<file path="src/rtl/iepc_defines.svh">
/*
 Register offsets, field positions, reset values and sizes of the interrupt enable and priority block.
 Assumes an 8-bit special-register bus with byte offsets.
*/
`ifndef IEPC_DEFINES_SVH
`define IEPC_DEFINES_SVH
`define IEPC_OFS_P1WAKE    8'h96
`define IEPC_OFS_MAINEN    8'hA8
`define IEPC_OFS_EXTRAEN   8'hA9
`define IEPC_OFS_MAINPL    8'hB8
`define IEPC_OFS_MAINPH    8'hB9
`define IEPC_OFS_EXTRAPL   8'hBA
`define IEPC_OFS_EXTRAPH   8'hBB
`define IEPC_RST_REG       8'h00
`define IEPC_BIT_GLOBAL    7
`define IEPC_BIT_EXT0      0
`define IEPC_BIT_EXT1      2
`define IEPC_BIT_EXT2      2
`define IEPC_BIT_P1CHG     1
`define IEPC_MASK_SRC      8'h3F
`define IEPC_MASK_MAINEN   8'hBF
`define IEPC_NSRC          12
`define IEPC_NLVL          4
`endif

</file>
<file path="src/rtl/iepc_pkg.sv">
/*
 Types of the interrupt enable and priority block.
 Assumes iepc_defines.svh for the numeric constants.
*/
`include "iepc_defines.svh"
package iepc_pkg;
	typedef logic [1:0] iepc_level_t;
	typedef logic [3:0] iepc_src_t;
	typedef logic [11:0] iepc_vec_t;
endpackage : iepc_pkg

</file>
<file path="src/rtl/iepc_ctrl.sv">
/*
 Interrupt enable, Port1 wake mask and four-level priority selection with nesting.
 Assumes flags arrive on core_clk, cleared by their owners; cpu pulses svcTake and svcReturn.
*/
// Functional notes
// - Pending requests reach the CPU only when global and per-source enables permit.
// - New request serviced only if no equal or higher level is in service.
// - Higher level preempts lower; lower resumes after the higher returns.
// - Port1 wake mask bit n enables wake and interrupt for pin n.
// - Pin 2 enable grants interrupt and Stop wake, wake ignoring global enable.
// - Port1 change enable gates only its interrupt, never Port1 Stop wake.
// - Second enable register bits 5..0: uart2, spi, adc, pin2, port1, timer3.
// - Priority is two bits, high and low; 3 highest, 0 lowest.
// - First priority pair covers timer2, uart1, timer1, pin1, timer0, pin0.
// - Second priority pair covers uart2, spi, adc, pin2, port1, timer3.
// - Flags set regardless of enables; enables gate only service and wake.
// - Idle wake or service needs both source enable and global enable.
// - Port1 pin enters interrupt only with global, change enable and mask bit.
`timescale 1ns/1ns
`include "iepc_defines.svh"
module iepc_ctrl (
	// Clock and reset
	input  wire logic             core_clk,
	input  wire logic             resetn,
	// Register access
	input  wire logic [7:0]       regAddr,
	input  wire logic             regWr,
	input  wire logic [7:0]       regWdata,
	output logic      [7:0]       regRdata,
	// Sources, index in vector order
	input  wire iepc_pkg::iepc_vec_t srcFlag,
	input  wire logic [7:0]       port1Change,
	input  wire logic [2:0]       pinWakeLevel,
	// CPU handshake
	output logic                  irqReq,
	output iepc_pkg::iepc_src_t   irqSrc,
	input  wire logic             svcTake,
	input  wire logic             svcReturn,
	// Wake outputs
	output logic                  idleWake,
	output logic                  stopWake
);
	import iepc_pkg::*;

	////////////////////////////////////////////////////////////////
	// Registers
	logic [7:0] p1Wake_r, mainEn_r, extraEn_r, mainPl_r, mainPh_r, extraPl_r, extraPh_r;
	logic [7:0] p1Wake_nxt, mainEn_nxt, extraEn_nxt, mainPl_nxt, mainPh_nxt, extraPl_nxt, extraPh_nxt;
	logic [3:0] active_r, active_nxt;
	logic [7:0] rd_nxt, rd_r;

	always_comb begin
		p1Wake_nxt  = p1Wake_r;
		mainEn_nxt  = mainEn_r;
		extraEn_nxt = extraEn_r;
		mainPl_nxt  = mainPl_r;
		mainPh_nxt  = mainPh_r;
		extraPl_nxt = extraPl_r;
		extraPh_nxt = extraPh_r;
		if (regWr) begin
			unique case (regAddr)
				`IEPC_OFS_P1WAKE:  p1Wake_nxt  = regWdata;
				`IEPC_OFS_MAINEN:  mainEn_nxt  = regWdata & `IEPC_MASK_MAINEN;
				`IEPC_OFS_EXTRAEN: extraEn_nxt = regWdata & `IEPC_MASK_SRC;
				`IEPC_OFS_MAINPL:  mainPl_nxt  = regWdata & `IEPC_MASK_SRC;
				`IEPC_OFS_MAINPH:  mainPh_nxt  = regWdata & `IEPC_MASK_SRC;
				`IEPC_OFS_EXTRAPL: extraPl_nxt = regWdata & `IEPC_MASK_SRC;
				`IEPC_OFS_EXTRAPH: extraPh_nxt = regWdata & `IEPC_MASK_SRC;
				default: ;
			endcase
		end
		unique case (regAddr)
			`IEPC_OFS_P1WAKE:  rd_nxt = p1Wake_r;
			`IEPC_OFS_MAINEN:  rd_nxt = mainEn_r;
			`IEPC_OFS_EXTRAEN: rd_nxt = extraEn_r;
			`IEPC_OFS_MAINPL:  rd_nxt = mainPl_r;
			`IEPC_OFS_MAINPH:  rd_nxt = mainPh_r;
			`IEPC_OFS_EXTRAPL: rd_nxt = extraPl_r;
			`IEPC_OFS_EXTRAPH: rd_nxt = extraPh_r;
			default:           rd_nxt = 8'h00;
		endcase
	end

	////////////////////////////////////////////////////////////////
	// Per-source enable and level, vector order:
	// 0 pin0,1 tmr0,2 pin1,3 tmr1,4 uart1,5 tmr2,6 tmr3,7 port1,8 pin2,9 adc,10 spi,11 uart2
	logic [11:0] srcEn;
	logic [11:0] srcHi, srcLo;
	logic [11:0] reqOk;
	logic        globalEn;
	logic        port1Hit;

	assign globalEn = mainEn_r[`IEPC_BIT_GLOBAL];
	assign srcEn    = {extraEn_r[5:0], mainEn_r[5:0]};
	assign srcHi    = {extraPh_r[5:0], mainPh_r[5:0]};
	assign srcLo    = {extraPl_r[5:0], mainPl_r[5:0]};
	assign port1Hit = |(port1Change & p1Wake_r);

	genvar gi;
	generate
		for (gi = 0; gi < `IEPC_NSRC; gi++) begin : gReq
			// Flags come in unconditionally; enables act here and on the pin terms of stopWake
			if (gi == 7) begin : gP1
				assign reqOk[gi] = srcFlag[gi] & port1Hit & srcEn[gi] & globalEn;
			end else begin : gOther
				assign reqOk[gi] = srcFlag[gi] & srcEn[gi] & globalEn;
			end
		end
	endgenerate

	////////////////////////////////////////////////////////////////
	// Arbitration: highest level, then lowest vector
	logic        winValid;
	iepc_src_t   winSrc;
	iepc_level_t winLvl;
	logic [2:0]  curLvl;

	always_comb begin
		winValid = 1'b0;
		winSrc   = 4'h0;
		winLvl   = 2'h0;
		for (int l = `IEPC_NLVL - 1; l >= 0; l--) begin
			for (int s = `IEPC_NSRC - 1; s >= 0; s--) begin
				if (!winValid || winLvl == 2'(l)) begin
					if (reqOk[s] && {srcHi[s], srcLo[s]} == 2'(l) && !(winValid && winLvl != 2'(l))) begin
						winSrc = 4'(s);
						winLvl = 2'(l);
					end
				end
			end
			if (|reqOk && !winValid) begin
				for (int s = 0; s < `IEPC_NSRC; s++) begin
					if (reqOk[s] && {srcHi[s], srcLo[s]} == 2'(l)) begin
						winValid = 1'b1;
					end
				end
			end
		end
		// Level one above the highest in service
		curLvl = 3'h0;
		for (int l = 0; l < `IEPC_NLVL; l++) begin
			if (active_r[l]) begin
				curLvl = 3'(l + 1);
			end
		end
	end

	logic grantOk;
	assign grantOk = winValid && ({1'b0, winLvl} >= curLvl);

	////////////////////////////////////////////////////////////////
	// Nesting stack of in-service levels
	always_comb begin
		active_nxt = active_r;
		if (svcReturn) begin
			for (int l = 0; l < `IEPC_NLVL; l++) begin
				if (curLvl == 3'(l + 1)) begin
					active_nxt[l] = 1'b0;
				end
			end
		end
		if (svcTake && grantOk) begin
			active_nxt[winLvl] = 1'b1;
		end
	end

	always_ff @(posedge core_clk or negedge resetn) begin
		if (!resetn) begin
			p1Wake_r  <= `IEPC_RST_REG;
			mainEn_r  <= `IEPC_RST_REG;
			extraEn_r <= `IEPC_RST_REG;
			mainPl_r  <= `IEPC_RST_REG;
			mainPh_r  <= `IEPC_RST_REG;
			extraPl_r <= `IEPC_RST_REG;
			extraPh_r <= `IEPC_RST_REG;
			active_r  <= 4'h0;
			rd_r      <= 8'h00;
		end else begin
			p1Wake_r  <= p1Wake_nxt;
			mainEn_r  <= mainEn_nxt;
			extraEn_r <= extraEn_nxt;
			mainPl_r  <= mainPl_nxt;
			mainPh_r  <= mainPh_nxt;
			extraPl_r <= extraPl_nxt;
			extraPh_r <= extraPh_nxt;
			active_r  <= active_nxt;
			rd_r      <= rd_nxt;
		end
	end

	////////////////////////////////////////////////////////////////
	// Outputs
	logic [2:0] syncA_r, syncB_r;
	always_ff @(posedge core_clk or negedge resetn) begin
		if (!resetn) begin
			syncA_r <= 3'h0;
			syncB_r <= 3'h0;
		end else begin
			syncA_r <= pinWakeLevel;
			syncB_r <= syncA_r;
		end
	end

	assign regRdata = rd_r;
	assign irqReq   = grantOk;
	assign irqSrc   = winSrc;
	assign idleWake = |reqOk;
	// Stop wake ignores the global enable and the Port1 change enable
	assign stopWake = (syncB_r[0] & mainEn_r[`IEPC_BIT_EXT0]) |
	                  (syncB_r[1] & mainEn_r[`IEPC_BIT_EXT1]) |
	                  (syncB_r[2] & extraEn_r[`IEPC_BIT_EXT2]) |
	                  (|(port1Change & p1Wake_r));

	////////////////////////////////////////////////////////////////
	// Checks
	a_gate_global: assert property (@(posedge core_clk) disable iff (!resetn)
		!globalEn |-> !irqReq && !idleWake) else $error("request without global enable");
	a_block_equal: assert property (@(posedge core_clk) disable iff (!resetn)
		irqReq |-> !(|(active_r >> winLvl))) else $error("equal or higher already active");
	a_nest_push: assert property (@(posedge core_clk) disable iff (!resetn)
		svcTake && irqReq && !svcReturn |=> active_r[$past(winLvl)]) else $error("level not marked");
	a_p1_gate: assert property (@(posedge core_clk) disable iff (!resetn)
		!(|(port1Change & p1Wake_r)) |-> !reqOk[7]) else $error("port1 without mask");
	a_pin2_wake: assert property (@(posedge core_clk) disable iff (!resetn)
		syncB_r[2] && extraEn_r[`IEPC_BIT_EXT2] |-> stopWake) else $error("pin2 wake lost");
	a_p1_wake: assert property (@(posedge core_clk) disable iff (!resetn)
		|(port1Change & p1Wake_r) |-> stopWake) else $error("port1 wake lost");
	a_src_enable: assert property (@(posedge core_clk) disable iff (!resetn)
		irqReq |-> srcEn[irqSrc] && srcFlag[irqSrc]) else $error("disabled source granted");
	a_level_top: assert property (@(posedge core_clk) disable iff (!resetn)
		irqReq && reqOk[0] && {srcHi[0], srcLo[0]} == 2'h3 |-> irqSrc == 4'h0) else $error("order wrong");
	a_reg_mask: assert property (@(posedge core_clk) disable iff (!resetn)
		mainEn_r[6] == 1'b0 && extraEn_r[7:6] == 2'h0) else $error("reserved bit set");
	c_nested: cover property (@(posedge core_clk) disable iff (!resetn) active_r[0] && active_r[3]);
	c_grant: cover property (@(posedge core_clk) disable iff (!resetn) svcTake && irqReq);
	c_stop: cover property (@(posedge core_clk) disable iff (!resetn) stopWake && !globalEn);
endmodule : iepc_ctrl

</file>
<file path="config.mk">
export PLATFORM = sky130hd
export DESIGN_NAME = iepc_ctrl
export DESIGN_NICKNAME = d
export VERILOG_FILES = /design/src/rtl/iepc_pkg.sv /design/src/rtl/iepc_ctrl.sv
export VERILOG_INCLUDE_DIRS = /design/src /design/src/rtl
export SDC_FILE = /design/constraint.sdc
export NUM_CORES = 1
export LEC_CHECK = 0
export BUFFER_PORTS_ARGS = -buffer_cell sky130_fd_sc_hd__buf_2
export CAP_MARGIN = 20
export CORE_UTILIZATION = 48
export DETAILED_ROUTE_END_ITERATION = 8
export PLACE_DENSITY = 0.65
export REMOVE_ABC_BUFFERS = 1
export SYNTH_ARGS = -nofsm -noshare
export SYNTH_HDL_FRONTEND = slang
export SYNTH_SLANG_ARGS = --single-unit
export TNS_END_PERCENT = 30
</file>
<file path="constraint.sdc">
create_clock -name core_clk -period 3.6 [get_ports core_clk]
set_clock_uncertainty 0.2 [all_clocks]
set_input_delay 0 -clock core_clk [delete_from_list [all_inputs] [get_ports core_clk]]
set_output_delay 0 -clock core_clk [all_outputs]
set_load 0.02 [all_outputs]
</file>
* Word-level counts from Yosys, hierarchy flattened *
Index checks and enable logic that the tools add are counted.

word-level totals
  memories = 0
  latch bits = 0
  bits in read-only memories = 0
  logic and storage cells = 621
  bits in writable memories = 0
  register bits = 63
  input port bits = 44

cells by class
  add/subtract/negate cells = 0
  bitwise gates (word level) = 33
  shift operators = 0
  $lt $le $gt $ge = 3
  multiply operators = 0
  muxes and demuxes = 233
  eq/ne operators = 95
  divide/modulo/power cells = 0
  reduce and logical (&&, ||, !) cells = 246

operators by type and width
  operator            number
  $mux 4              86
  $mux 2              84
  $logic_and 1x1->1   126
  $eq 2x2->1 const B  36
  $mux 1              58
  $eq 8x8->1 const B  7
  $pmux 8 s7          1
  $eq 2x1->1 const B  24
  $logic_not 2->1     24
  $logic_not 1->1     39
  $logic_or 1x1->1    36
  $and 1x1->1         28
  $ne 2x1->1 const B  12
  $ne 2x2->1 const B  12
  $reduce_bool 2->1   12
  $reduce_and 2->1    7
  $reduce_or 12->1    1
  $mux 3              3
  $and 8x8->8         1
  $reduce_or 8->1     1
  $eq 3x2->1 const B  2
  $or 4x4->4          1
  $eq 3x1->1 const B  1
  $eq 3x3->1 const B  1
  other kinds (5)     7

* Logic depth before layout (Yosys ltp) *
Gate-level depths: netlist of the first run.

  depth in word-level cells = 237
  mapped depth = 16
  mapped depth without buffers = 13

* Worst setup path after synthesis of the first run *
Ideal clock, no wire load.

  path type = register to register
  start = register mainEn_r[7]
  end = register active_r[0]
  period minus slack after synthesis = 3.510 ns
  setup time = 0.066 ns
  stages on the path, launching flop included = 15
  slack = 0.090 ns
  arrival time = 3.245 ns
  path buffers = 1
  path through = dfrtp_1 buf_6 nand4_4 o22ai_2 or3_4 or4_4 nor2_1 nor2_1 ha_1 nand2b_1 a21oi_1 a211oi_1 nand2_1 nor2_1 a22o_1

RTL lines
  element                                                 RTL line                            RTL
  start: declaration                                      iepc_ctrl.sv:47                     logic [7:0] p1Wake_r, mainEn_r, extraEn_r, mainPl_r, mainPh_r, extraPl_r, extraPh_r;
  start signal: assignment                                iepc_ctrl.sv:170                    mainEn_r <= `IEPC_RST_REG;
  start signal: assignment                                iepc_ctrl.sv:180                    mainEn_r <= mainEn_nxt;
  $and 1x1->1                                             iepc_ctrl.sv:106                    assign reqOk[gi] = srcFlag[gi] & srcEn[gi] & globalEn;
  $logic_and 1x1->1                                       iepc_ctrl.sv:125, iepc_ctrl.sv:133
  $mux 2 / $mux 1 (equally long branches) (12 in series)  iepc_ctrl.sv:125, iepc_ctrl.sv:133
  $ne 2x2->1 / $mux 1 (equally long branches)             iepc_ctrl.sv:125, iepc_ctrl.sv:131
  $logic_and 1x1->1                                       iepc_ctrl.sv:125                    if (reqOk[s] && {srcHi[s], srcLo[s]} == 2'(l) && !(winValid && winLvl != 2'(l))) begin
  $logic_not 1->1                                         iepc_ctrl.sv:125
  $logic_and 1x1->1                                       iepc_ctrl.sv:125
  $mux 2                                                  iepc_ctrl.sv:125
  [209 not listed]                                        --
  $mux 2                                                  iepc_ctrl.sv:125
  $mux 2                                                  iepc_ctrl.sv:124                    if (!winValid || winLvl == 2'(l)) begin
  $ge 2x3->1                                              iepc_ctrl.sv:149                    assign grantOk = winValid && ({1'b0, winLvl} >= curLvl);
  $logic_and 1x1->1 *                                     iepc_ctrl.sv:149
  via irqReq                                              iepc_ctrl.sv:35                     output logic irqReq,
  $logic_and 1x1->1 *                                     iepc_ctrl.sv:162                    if (svcTake && grantOk) begin
  $mux 4 *                                                iepc_ctrl.sv:162
  via active_nxt[0]                                       iepc_ctrl.sv:49                     logic [3:0] active_r, active_nxt;
  end signal: assignment                                  iepc_ctrl.sv:186                    active_r <= active_nxt;
  end: declaration                                        iepc_ctrl.sv:49

Mark *: on every way through the listed nets, which the timed path passes. The rest lies on a longest branch.
A chain may end at the register's enable or synchronous reset.

* Final worst setup path of the first run *
  start = register mainEn_r[7]
  end = register active_r[0]

between the ends
  cells in the longest elaborated chain, start to end = 236

RTL lines
  element                                                                RTL line                            RTL
  $and 1x1->1                                                            iepc_ctrl.sv:106
  $logic_and 1x1->1                                                      iepc_ctrl.sv:125, iepc_ctrl.sv:133
  $mux 2 / $mux 1 (equally long branches) (12 in series)                 iepc_ctrl.sv:125, iepc_ctrl.sv:133
  $ne 2x2->1 / $mux 1 (equally long branches)                            iepc_ctrl.sv:125, iepc_ctrl.sv:131
  $logic_and 1x1->1                                                      iepc_ctrl.sv:125
  $logic_not 1->1                                                        iepc_ctrl.sv:125
  $logic_and 1x1->1                                                      iepc_ctrl.sv:125
  $mux 2                                                                 iepc_ctrl.sv:125
  [210 not listed]                                                       --
  $mux 2                                                                 iepc_ctrl.sv:124
  $lt 2x3->1 (implied by the code) / $ge 2x1->1 (equally long branches)  iepc_ctrl.sv:163                    active_nxt[winLvl] = 1'b1;
  $logic_and 1x1->1 (implied by the code)                                iepc_ctrl.sv:163
  $mux 1 (implied by the code)                                           iepc_ctrl.sv:163
  $demux 1 s2                                                            iepc_ctrl.sv:163
  $or 4x4->4 (no line)                                                   --
  $mux 4 *                                                               iepc_ctrl.sv:162
  via active_nxt[0]                                                      iepc_ctrl.sv:49

Marked as above.

==> results by group, run 1 <==
Routing
  • Remaining antenna violation count: 0
  • Initial drt markers: approximately 320
  • WL/cell: between 20 and 25 um
  • Vias per inst: about 6.3
  • DRC: 0
  • Pre-antenna DRT Iters: 8
  • Total vias in the final route: about 3900
  • Drt total wl: 13400 um

Power
  • Leakage: 0.00232 uW
  • Pwr Density: between 300 and 400 mW/mm^2
  • Maximum resistive drop on vdd: 0.000221 V

Critical path
  • Maximum fanout along the worst path: 11
  • CP Class: flip-flop to flip-flop
  • Largest stage delay, worst path: roughly 570 ps
  • Startpoint types: flip-flop
  • Setup crit end kind: flip-flop
  • CP arrival: between 3000 and 4000 ps
  • Worst setup path startpoint: mainEn_r[7]
  • CP required: between 3000 and 4000 ps
  • Critical-path cell list: buf_4 -> nand4_1 -> nor2_1 -> or3_4 -> or4_4 -> nor2_1 -> nor2_1 -> ha_1 -> nand2b_1 -> a21oi_1 -> a211oi_2 -> nand2_1 -> nor2_1 -> a22o_1
  • R2R cell count: 14
  • Most frequent CP cell: nor2_1
  • Slowest CP cell: or4_4
  • Crit path to: active_r[0]
  • Reg2Reg Capture Point: active_r[0]
  • R2R Setup Slk: 190 ps
  • Reg-to-reg critical path startpoint: mainEn_r[7]

Status
  • Status: finished, final reports clean

Floorplanning
  • DIE WIDTH: 92.8 um
  • Die height: about 93 um
  • Ports: 59
  • Initial core utilization: approximately 50%
  • Total core area: ~0.008 mm^2
  • DIE AREA: about 0.0086 mm^2
  • Num rows: 32

STA
  • Worst Slack Setup Final: around 190 ps
  • Worst-Margin Slew: between 800 and 900 ps
  • Final worst path period need: roughly 3400 ps
  • Hold slack: 93.3 ps
  • Hold Fails Final Rpt: 0
  • Slew headroom: between 40% and 50%
  • # setup viols final: 0
  • F_max: between 200 and 300 MHz
  • RSZ-0062 raised after global routing: yes
  • Pins Over Slew Limit: 0
  • Final Cycle Share: ~95%

Yosys
  • Syn Inst Count: between 400 and 500
  • Post-synth EDFFs: 0
  • Seq/Total Area, Yosys: about two fifths
  • Yosys Warn Count: 0
  • Fraction of synthesized area in multiplexers: between 10 and 15%
  • Adder-cell share of the synthesized area: less than 1%
  • Most used DFF post-synth: dfrtp_1
  • Synth Area in Compound Gates: between 10% and 20%
  • Distinct cell type count after synthesis: 67
  • XOR/XNOR Fraction of Synth Area: 0%
  • Synth Cell Area: 0.00396 mm^2
  • FF+latch count, synth: 63
  • Post-synth ARST share: 100%
  • Largest family of logic cells by synthesized area: simple AND/OR/NAND/NOR gates
  • Post-synthesis simple-gate area fraction: between 20% and 30%
  • Mean Syn Cell Area: 9.63 um^2

CTS
  • Clock tree buffer depth: 2
  • Worst skew pair latency: between 300 and 400 ps
  • CTS tree: done
  • CTS buffer count: 9
  • Postcts setup bufs: 0
  • H-tree depth: 3
  • CTS root buf: clkbuf_8
  • Num Clock Sinks: 63
  • Clk slew on worst S/H paths: about 70 ps

Global route
  • Total congestion overflow: 0
  • Vias in the first global route: ~3900
  • GRT Overall Usage: about a third
  • Largest net degree at the start of global routing: 41
  • Global-route wire length before repair: roughly 21000 um
  • Antenna violations before repair: 0

Placement
  • PortBufs: 58
  • Dpl ws: roughly 140 ps
  • Hpwl dp: 10600 um
  • GP Congestion: ~0.97
  • Placement Cell Area: around 0.0045 mm^2

Job
  • Total of max-cap violations: 0

Layout
  • Commonest non-fill, non-tap cell in the layout: dfrtp_1
  • Share of cells above drive strength 1: 31.1%
  • Fin nets: between 500 and 600
  • Most frequent cells in the layout: dfrtp_1 (62), buf_2 (58), mux2_2 (45)
  • Layout Area Growth over Synthesis: 22.7%
  • Util after Layout: around three fifths
  • Antenna cells: 0
  • Design area: slightly below 0.005 mm^2

Hold path
  • Origin of the worst min-delay path: pinWakeLevel[0]
  • Hold Crit Class: input pin to flip-flop
[registers in the layout, indices dropped and copies added (netlist names)]
signal	flops
syncA_r	3
extraEn_r	6
mainPh_r	6
mainPl_r	6
extraPl_r	6
syncB_r	3
active_r	4
p1Wake_r	8
extraPh_r	6
mainEn_r	7
regRdata	8
[cells by family (layout without fill, tap and decap cells)]
kind of cell	Yosys count	after routing
and+or+nand+nor	170	170
AOI/OAI and AO/OA	105	105
DFF	63	63
muxes	48	48
buffers and inverters	23	129
adders and majority gates	2	2
[worst min path at each step]
stage / endpoint / slack [ps] / cells past startpoint
floorplan: active_r[0] / -500 / 0
global placement: syncA_r[1] / -90 / 1
detailed placement: syncA_r[0] / -90 / 1
CTS: syncA_r[0] / 80 / 2
global route: syncA_r[0] / 80 / 2
finish: syncA_r[0] / 90 / 2
[through the flow]
stage / setup TNS [ps] / total power [uW] / std cells
global route: -28.2 / 1540 / 619
detailed placement: 0 / 926 / 586
finish: 0 / 1480 / 619
floorplan: -743 / 833 / 400
global placement: 0 / 923 / 586
CTS: 0 / 1490 / 619
[final cells by class]
| cell class | count | area (um^2) |
|---|---|---|
| fill | 695 | 2990 |
| multi-input combinational | 325 | 2280 |
| sequential | 63 | 1580 |
| timing repair buffer | 101 | 656 |
| tap | 102 | 128 |
| clock buffer | 9 | 124 |
| clock inverter | 7 | 48.8 |
| inverter | 12 | 45.0 |
[power breakdown]
group | internal, uW | total, uW | leakage (uW) | switching (uW)
combinational | 71.1 | 155 | 0.00139 | 84.0
clock | 249 | 553 | 0.0000776 | 304
sequential | 735 | 774 | 0.000856 | 38.8
total | 1060 | 1480 | 0.00232 | 426
[Yosys cell counts (6+ instances only)]
cell type | count | area, um^2
a21oi_1 | 11 | 55.1
a222oi_1 | 7 | 70.1
a22oi_1 | 17 | 128
and3_1 | 9 | 56.3
clkbuf_1 | 6 | 22.5
dfrtp_1 | 63 | 1580
inv_1 | 12 | 45.0
mux2_2 | 45 | 507
nand2_1 | 34 | 128
nand2b_1 | 8 | 50.1
nand3_1 | 17 | 85.1
nand4_1 | 13 | 81.3
nor2_1 | 34 | 128
nor3_1 | 13 | 65.1
o21ai_0 | 16 | 80.1
o22ai_1 | 8 | 50.1
[repair_timing]
item,in CTS,in global routing
hold endpoints to repair,95,0
setup endpoints to repair,0,5
hold buffers,17,0
resized for setup,0,2
[critical path, delay by kind of cell, from the launching register on]
family	cells	cell delay (ps)
buf+inv	1	180
flops	1	510
simple gates	9	1670
fa+ha+maj	1	290
compound gates	3	470
[layer usage]
layer	track usage, %	share of wire (%)	routed length [um]
met3	8.87	7.9	1060
met2	54.4	47	6330
met4	8.21	1.8	247
met5	0	0	0
met1	44.2	43	5780
(Power assumes the default switching activity.)
==> run 2, diff against run 1 <==
- CELL_PAD_IN_SITES_DETAIL_PLACEMENT: not set -> 0
- CELL_PAD_IN_SITES_GLOBAL_PLACEMENT: not set -> 2
- CORE_UTILIZATION: 48 -> 36
- PLACE_DENSITY: 0.65 -> 0.76
==> results by group, run 2 (synthesis gave the netlist of run 1 again) <==
Power
  • Comb power frac: about a tenth
  • Sw frac: a little over a quarter
  • Internal: approximately 1200 uW
  • Clk pwr share: 42.7%
  • Sw Pwr: about 440 uW
  • Maximum resistive drop on vdd: ~0.00021 V
  • Flop pwr share: between 40% and 50%
  • Leakage: approximately 0.0024 uW
  • Pwr Density: between 300 and 400 mW/mm^2

Floorplanning
  • DIE AREA: 0.0114 mm^2
  • Die height: ~110 um
  • Total core area: between 0.01 and 0.015 mm^2
  • Initial core utilization: between 30 and 40%
  • Num rows: 37
  • Ports: 59
  • DIE WIDTH: between 100 and 150 um

Layout
  • Fin nets: between 500 and 600
  • Share of cells above drive strength 1: a little under a third
  • Final non-filler cell total: 659
  • Design area: 0.00501 mm^2
  • Area of the multi-input gates: approximately 0.0023 mm^2
  • Sequential cell area: roughly 0.0016 mm^2
  • Layout Area Growth over Synthesis: 26.5%
  • Fill cells: slightly above 1000
  • Commonest non-fill, non-tap cell in the layout: dfrtp_1
  • Antenna cells: 0
  • Most frequent cells in the layout: dfrtp_1 (62), buf_2 (57), mux2_2 (45)

STA
  • Hold slack: 81.3 ps
  • Post-route setup TNS: 0 ps
  • F_max: about 290 MHz
  • Hold Fails Final Rpt: 0
  • # setup viols final: 0
  • Final worst path period need: 3450 ps
  • Worst Slack Setup Final: approximately 150 ps
  • Pins Over Slew Limit: 0
  • Final Cycle Share: between 90% and 100%
  • Slew headroom: about half
  • RSZ-0062 raised after global routing: yes
  • Worst-Margin Slew: around 720 ps

Routing
  • Pre-antenna DRT Iters: 5
  • Vias per inst: between 6 and 7
  • WL/cell: between 20 and 25 um
  • Remaining antenna violation count: 0
  • DRC: 0
  • Initial drt markers: between 200 and 300
  • Drt total wl: roughly 14000 um
  • Total vias in the final route: ~4000

Placement
  • Hpwl dp: approximately 11000 um
  • DP Cell Count: approximately 620
  • PortBufs: 58
  • Placement Cell Area: between 0.004 and 0.005 mm^2
  • Dpl ws: around 99 ps
  • GP Congestion: a little over 0.9

CTS
  • Clk slew on worst S/H paths: ~80 ps
  • H-tree depth: 3
  • CTS buffer count: 9
  • Clock tree buffer depth: 2
  • Worst skew pair latency: between 300 and 400 ps
  • CTS root buf: clkbuf_8
  • Num Clock Sinks: between 60 and 70
  • CTS tree: done

Critical path
  • Worst setup path startpoint: mainEn_r[7]
  • Startpoint types: flip-flop
  • CP required: about 3400 ps
  • R2R cell count: 13
  • CP Class: flip-flop to primary output
  • Setup crit end kind: primary output
  • Largest stage delay, worst path: ~530 ps
  • Reg2Reg Capture Point: active_r[0]
  • Most frequent CP cell: nor2_1
  • Slowest CP cell: dfrtp_2
  • Critical-path cell list: and3_1 -> nor2b_4 -> a211o_1 -> or4_4 -> nor2_1 -> nor2_1 -> ha_1 -> nand2b_1 -> a21oi_1 -> a211oi_1 -> buf_4
  • R2R Setup Slk: roughly 170 ps
  • CP arrival: about 3300 ps
  • Reg-to-reg critical path startpoint: mainEn_r[7]
  • Maximum fanout along the worst path: 14
  • Crit path to: irqReq

Global route
  • Largest net degree at the start of global routing: 46
  • Met2 Track Usage GR: 42.7%
  • Antenna violations before repair: 0
  • Met1 usage: between 30 and 40%
  • Grt peak-use layer: met2
  • Total congestion overflow: 0
  • GR Layer Usage met3: under 10%
  • GRT Overall Usage: 26.8%
  • Vias in the first global route: slightly below 4000
  • Global-route wire length before repair: 22500 um

Job
  • Total of max-cap violations: 0

Hold path
  • Hold depth: 4
  • Hold Crit Class: input pin to flip-flop

Status
  • Status: finished, final reports clean
-- run 2: worst min path at each step --
stage             endpoint  slack, ps             from
2_1_floorplan  active_r[0]       -500           resetn
3_3_place_gp    syncA_r[0]        -90  pinWakeLevel[0]
3_5_place_dp    syncA_r[2]        -90  pinWakeLevel[2]
4_1_cts        regRdata[4]         60       regAddr[5]
5_1_grt         syncA_r[1]         90  pinWakeLevel[1]
6_report       regRdata[4]         80       regAddr[5]
-- run 2: repair_timing --
action	CTS	global route
endpoints found under the hold margin	99	18
endpoints found under the setup margin	0	7
setup buffers	0	0
resized for setup	0	3
hold buffers	17	1
-- run 2: per-layer routing --
layer | part of all wire [%] | wire length [um] | vias to the layer above
met5 | 0 | 0 | -
met4 | 3.2 | 465 | 0
met3 | 5.0 | 712 | 35
met2 | 47 | 6750 | 155
met1 | 45 | 6440 | 1970
li1 | - | - | 1813
-- run 2: cell type report --
| class | instances | share of cell area [%] |
|---|---|---|
| clock buffer | 11 | 2.62 |
| clock inverter | 5 | 1.65 |
| inverter | 12 | 0.900 |
| multi-input combinational | 325 | 45.6 |
| sequential | 63 | 31.5 |
| tap | 136 | 3.40 |
| timing repair buffer | 107 | 14.3 |
-- run 2: power groups by stage --
stage / logic [uW] / clock network (uW) / registers, uW
after global placement: 145 / 0 / 785
after detailed placement: 146 / 0 / 786
after CTS: 160 / 710 / 772
after floorplan: 56.6 / 0 / 776
final: 164 / 699 / 774
after global routing: 179 / 745 / 777
-- run 2: worst max-delay path: cells and delay by family, from the launching register on --
kind	cells	cell delay, ps
buffers and inverters	1	200
AO/OA/AOI/OAI	3	660
flip-flops	1	530
AND/OR/NAND/NOR	6	1250
adder cells (fa/ha/maj)	1	280
-- run 2: metrics by stage --
step | utilization (%) | total power [uW]
floorplan | - | 833
global placement | 43.6 | 930
detailed placement | 43.6 | 932
CTS | 47.3 | 1640
global route | 47.6 | 1700
finish | 47.6 | 1640
==> run 3, diff against run 2 <==
- BUFFER_PORTS_ARGS: -buffer_cell sky130_fd_sc_hd__buf_2 -> not set
- CORE_UTILIZATION: 36 -> 40
- DONT_BUFFER_PORTS: not set -> 1
- RECOVER_POWER: not set -> 25
==> results by group, run 3 (synthesis gave the netlist of run 1 again) <==
Status
  • Status: finished, final reports clean

STA
  • Hold Fails Final Rpt: 0
  • # setup viols final: 0
  • F_max: just under 300 MHz
  • Worst-Margin Slew: around 1400 ps
  • Slew headroom: around 6.9%
  • RSZ-0062 raised after global routing: no
  • Worst Slack Setup Final: around 180 ps
  • Final Cycle Share: between 90% and 100%
  • Final worst path period need: roughly 3400 ps
  • Pins Over Slew Limit: 0

Critical path
  • Worst setup path startpoint: mainEn_r[7]
  • Startpoint types: flip-flop
  • Largest stage delay, worst path: about 560 ps
  • Slowest CP cell: or4_4
  • Maximum fanout along the worst path: 13
  • Reg-to-reg critical path startpoint: mainEn_r[7]
  • CP required: 3400 ps
  • Critical-path cell list: buf_4 -> nand4_1 -> o22ai_1 -> a211o_1 -> or4_4 -> nor2_2 -> nor2_2 -> ha_1 -> nand2b_1 -> a21oi_1 -> a211oi_2 -> buf_4
  • CP arrival: approximately 3200 ps
  • CP Class: flip-flop to primary output
  • Setup crit end kind: primary output

Layout
  • Antenna cells: 0
  • Fill cells: approximately 890
  • Most frequent cells in the layout: dfrtp_1 (62), mux2_2 (45), nand2_1 (33)
  • Share of cells above drive strength 1: between 20% and 30%
  • Util after Layout: 51.0%
  • Commonest non-fill, non-tap cell in the layout: dfrtp_1
  • Fin nets: ~500
  • Layout Area Growth over Synthesis: 21.2%

Routing
  • Drt total wl: between 10000 and 15000 um
  • WL/cell: 22.8 um
  • Pre-antenna DRT Iters: 5
  • DRC: 0
  • Remaining antenna violation count: 0
  • Total vias in the final route: 3810
  • Vias per inst: between 6 and 7
  • Initial drt markers: ~270

Placement
  • PortBufs: 0
  • Dpl ws: between 80 and 90 ps
  • Hpwl dp: roughly 11000 um
  • GP Congestion: approximately 1.0

Floorplanning
  • Initial core utilization: between 40 and 50%
  • Total core area: about 0.0094 mm^2
  • Die height: 101 um
  • Ports: 59
  • DIE AREA: approximately 0.010 mm^2
  • Num rows: 35
  • DIE WIDTH: between 100 and 150 um

Global route
  • Antenna violations before repair: 0
  • Largest net degree at the start of global routing: slightly below 60
  • Total congestion overflow: 0
  • Global-route wire length before repair: around 22000 um
  • Vias in the first global route: 3834
  • GRT Overall Usage: 28.6%

Hold path
  • Hold Crit Class: input pin to flip-flop
  • Origin of the worst min-delay path: pinWakeLevel[1]

CTS
  • Num Clock Sinks: 63
  • Clock tree buffer depth: 2
  • Clk slew on worst S/H paths: 70 ps
  • CTS buffer count: 9
  • Worst skew pair latency: about 340 ps
  • CTS root buf: clkbuf_8
  • CTS tree: done
  • H-tree depth: 3

Power
  • Pwr Density: ~340 mW/mm^2
  • Maximum resistive drop on vdd: roughly 0.00024 V
  • Total design power: ~1600 uW
  • Leakage: between 0.002 and 0.0025 uW

Job
  • Total of max-cap violations: 0
run 3: changes by cell type in the layout (fill, tap and decap cells not counted), sizes merged:
cell,change
buf,-60
clkbuf,+1
clkinv,+1
clkinvlp,-1
dlygate4sd3,+9
inv,+1
run 3: what timing repair did:
item | CTS | global route
gates resized for setup | 0 | 5
hold endpoints to repair | 123 | 0
endpoints found under the setup margin | 0 | 5
hold buffers | 29 | 0
buffers inserted | 0 | 3
run 3: final timing paths:
path	slack, ps	depth (start not counted)	to
setup / recovery	180	12	irqReq
hold / removal	20	1	syncA_r[1]
setup reg to reg	220	14	active_r[0]
hold reg to reg	150	0	syncB_r[2]
max in group asynchronous	950	4	mainEn_r[7]
min in group asynchronous	450	3	regRdata[3]
run 3: report_power, final:
group          switching [uW]  leakage (uW)  internal, uW
combinational            75.7       0.00121          64.3
clock                     303      0.000109           412
sequential               39.1      0.000856           735
total                     418       0.00218          1210
run 3: cell type report:
| cell class | instances | area (um^2) | share of cell area, % |
|---|---|---|---|
| multi-input cells | 325 | 2290 | 47.7 |
| well taps | 129 | 161 | 3.36 |
| repair buffers | 58 | 497 | 10.4 |
| clock buffers | 10 | 138 | 2.87 |
| clock inverters | 6 | 92.6 | 1.93 |
| inverters | 12 | 45.0 | 0.939 |
| flip-flops and latches | 63 | 1580 | 32.9 |
run 3: worst max-delay path, delay by kind of cell (launching register included):
| family | cells | cell delay [ps] |
|---|---|---|
| AO/OA/AOI/OAI | 4 | 740 |
| AND/OR/NAND/NOR | 5 | 1010 |
| adder cells (fa/ha/maj) | 1 | 270 |
| buffers and inverters | 2 | 390 |
| flip-flops | 1 | 470 |
run 3: per-layer routing:
metal | part of all wire, % | routed length, um | vias to the layer above | global-route usage, %
li1 | - | - | 1724 | -
met1 | 44 | 6100 | 1916 | 38.4
met2 | 47 | 6390 | 152 | 45.2
met3 | 6.9 | 949 | 18 | 5.94
met4 | 2.1 | 290 | 0 | 11.3
met5 | 0 | 0 | - | 0
run 3: through the flow:
| stage | TNS, ps | area, um^2 | instances | hold WS (ps) |
|---|---|---|---|---|
| after global placement | 0 | 4250 | 555 | -494 |
| after detailed placement | 0 | 4250 | 555 | -494 |
| final | 0 | 4800 | 603 | 21.8 |
| after floorplan | -743 | 3900 | 400 | -496 |
| after global routing | 0 | 4800 | 603 | 6.46 |
| after CTS | 0 | 4810 | 600 | 0.240 |
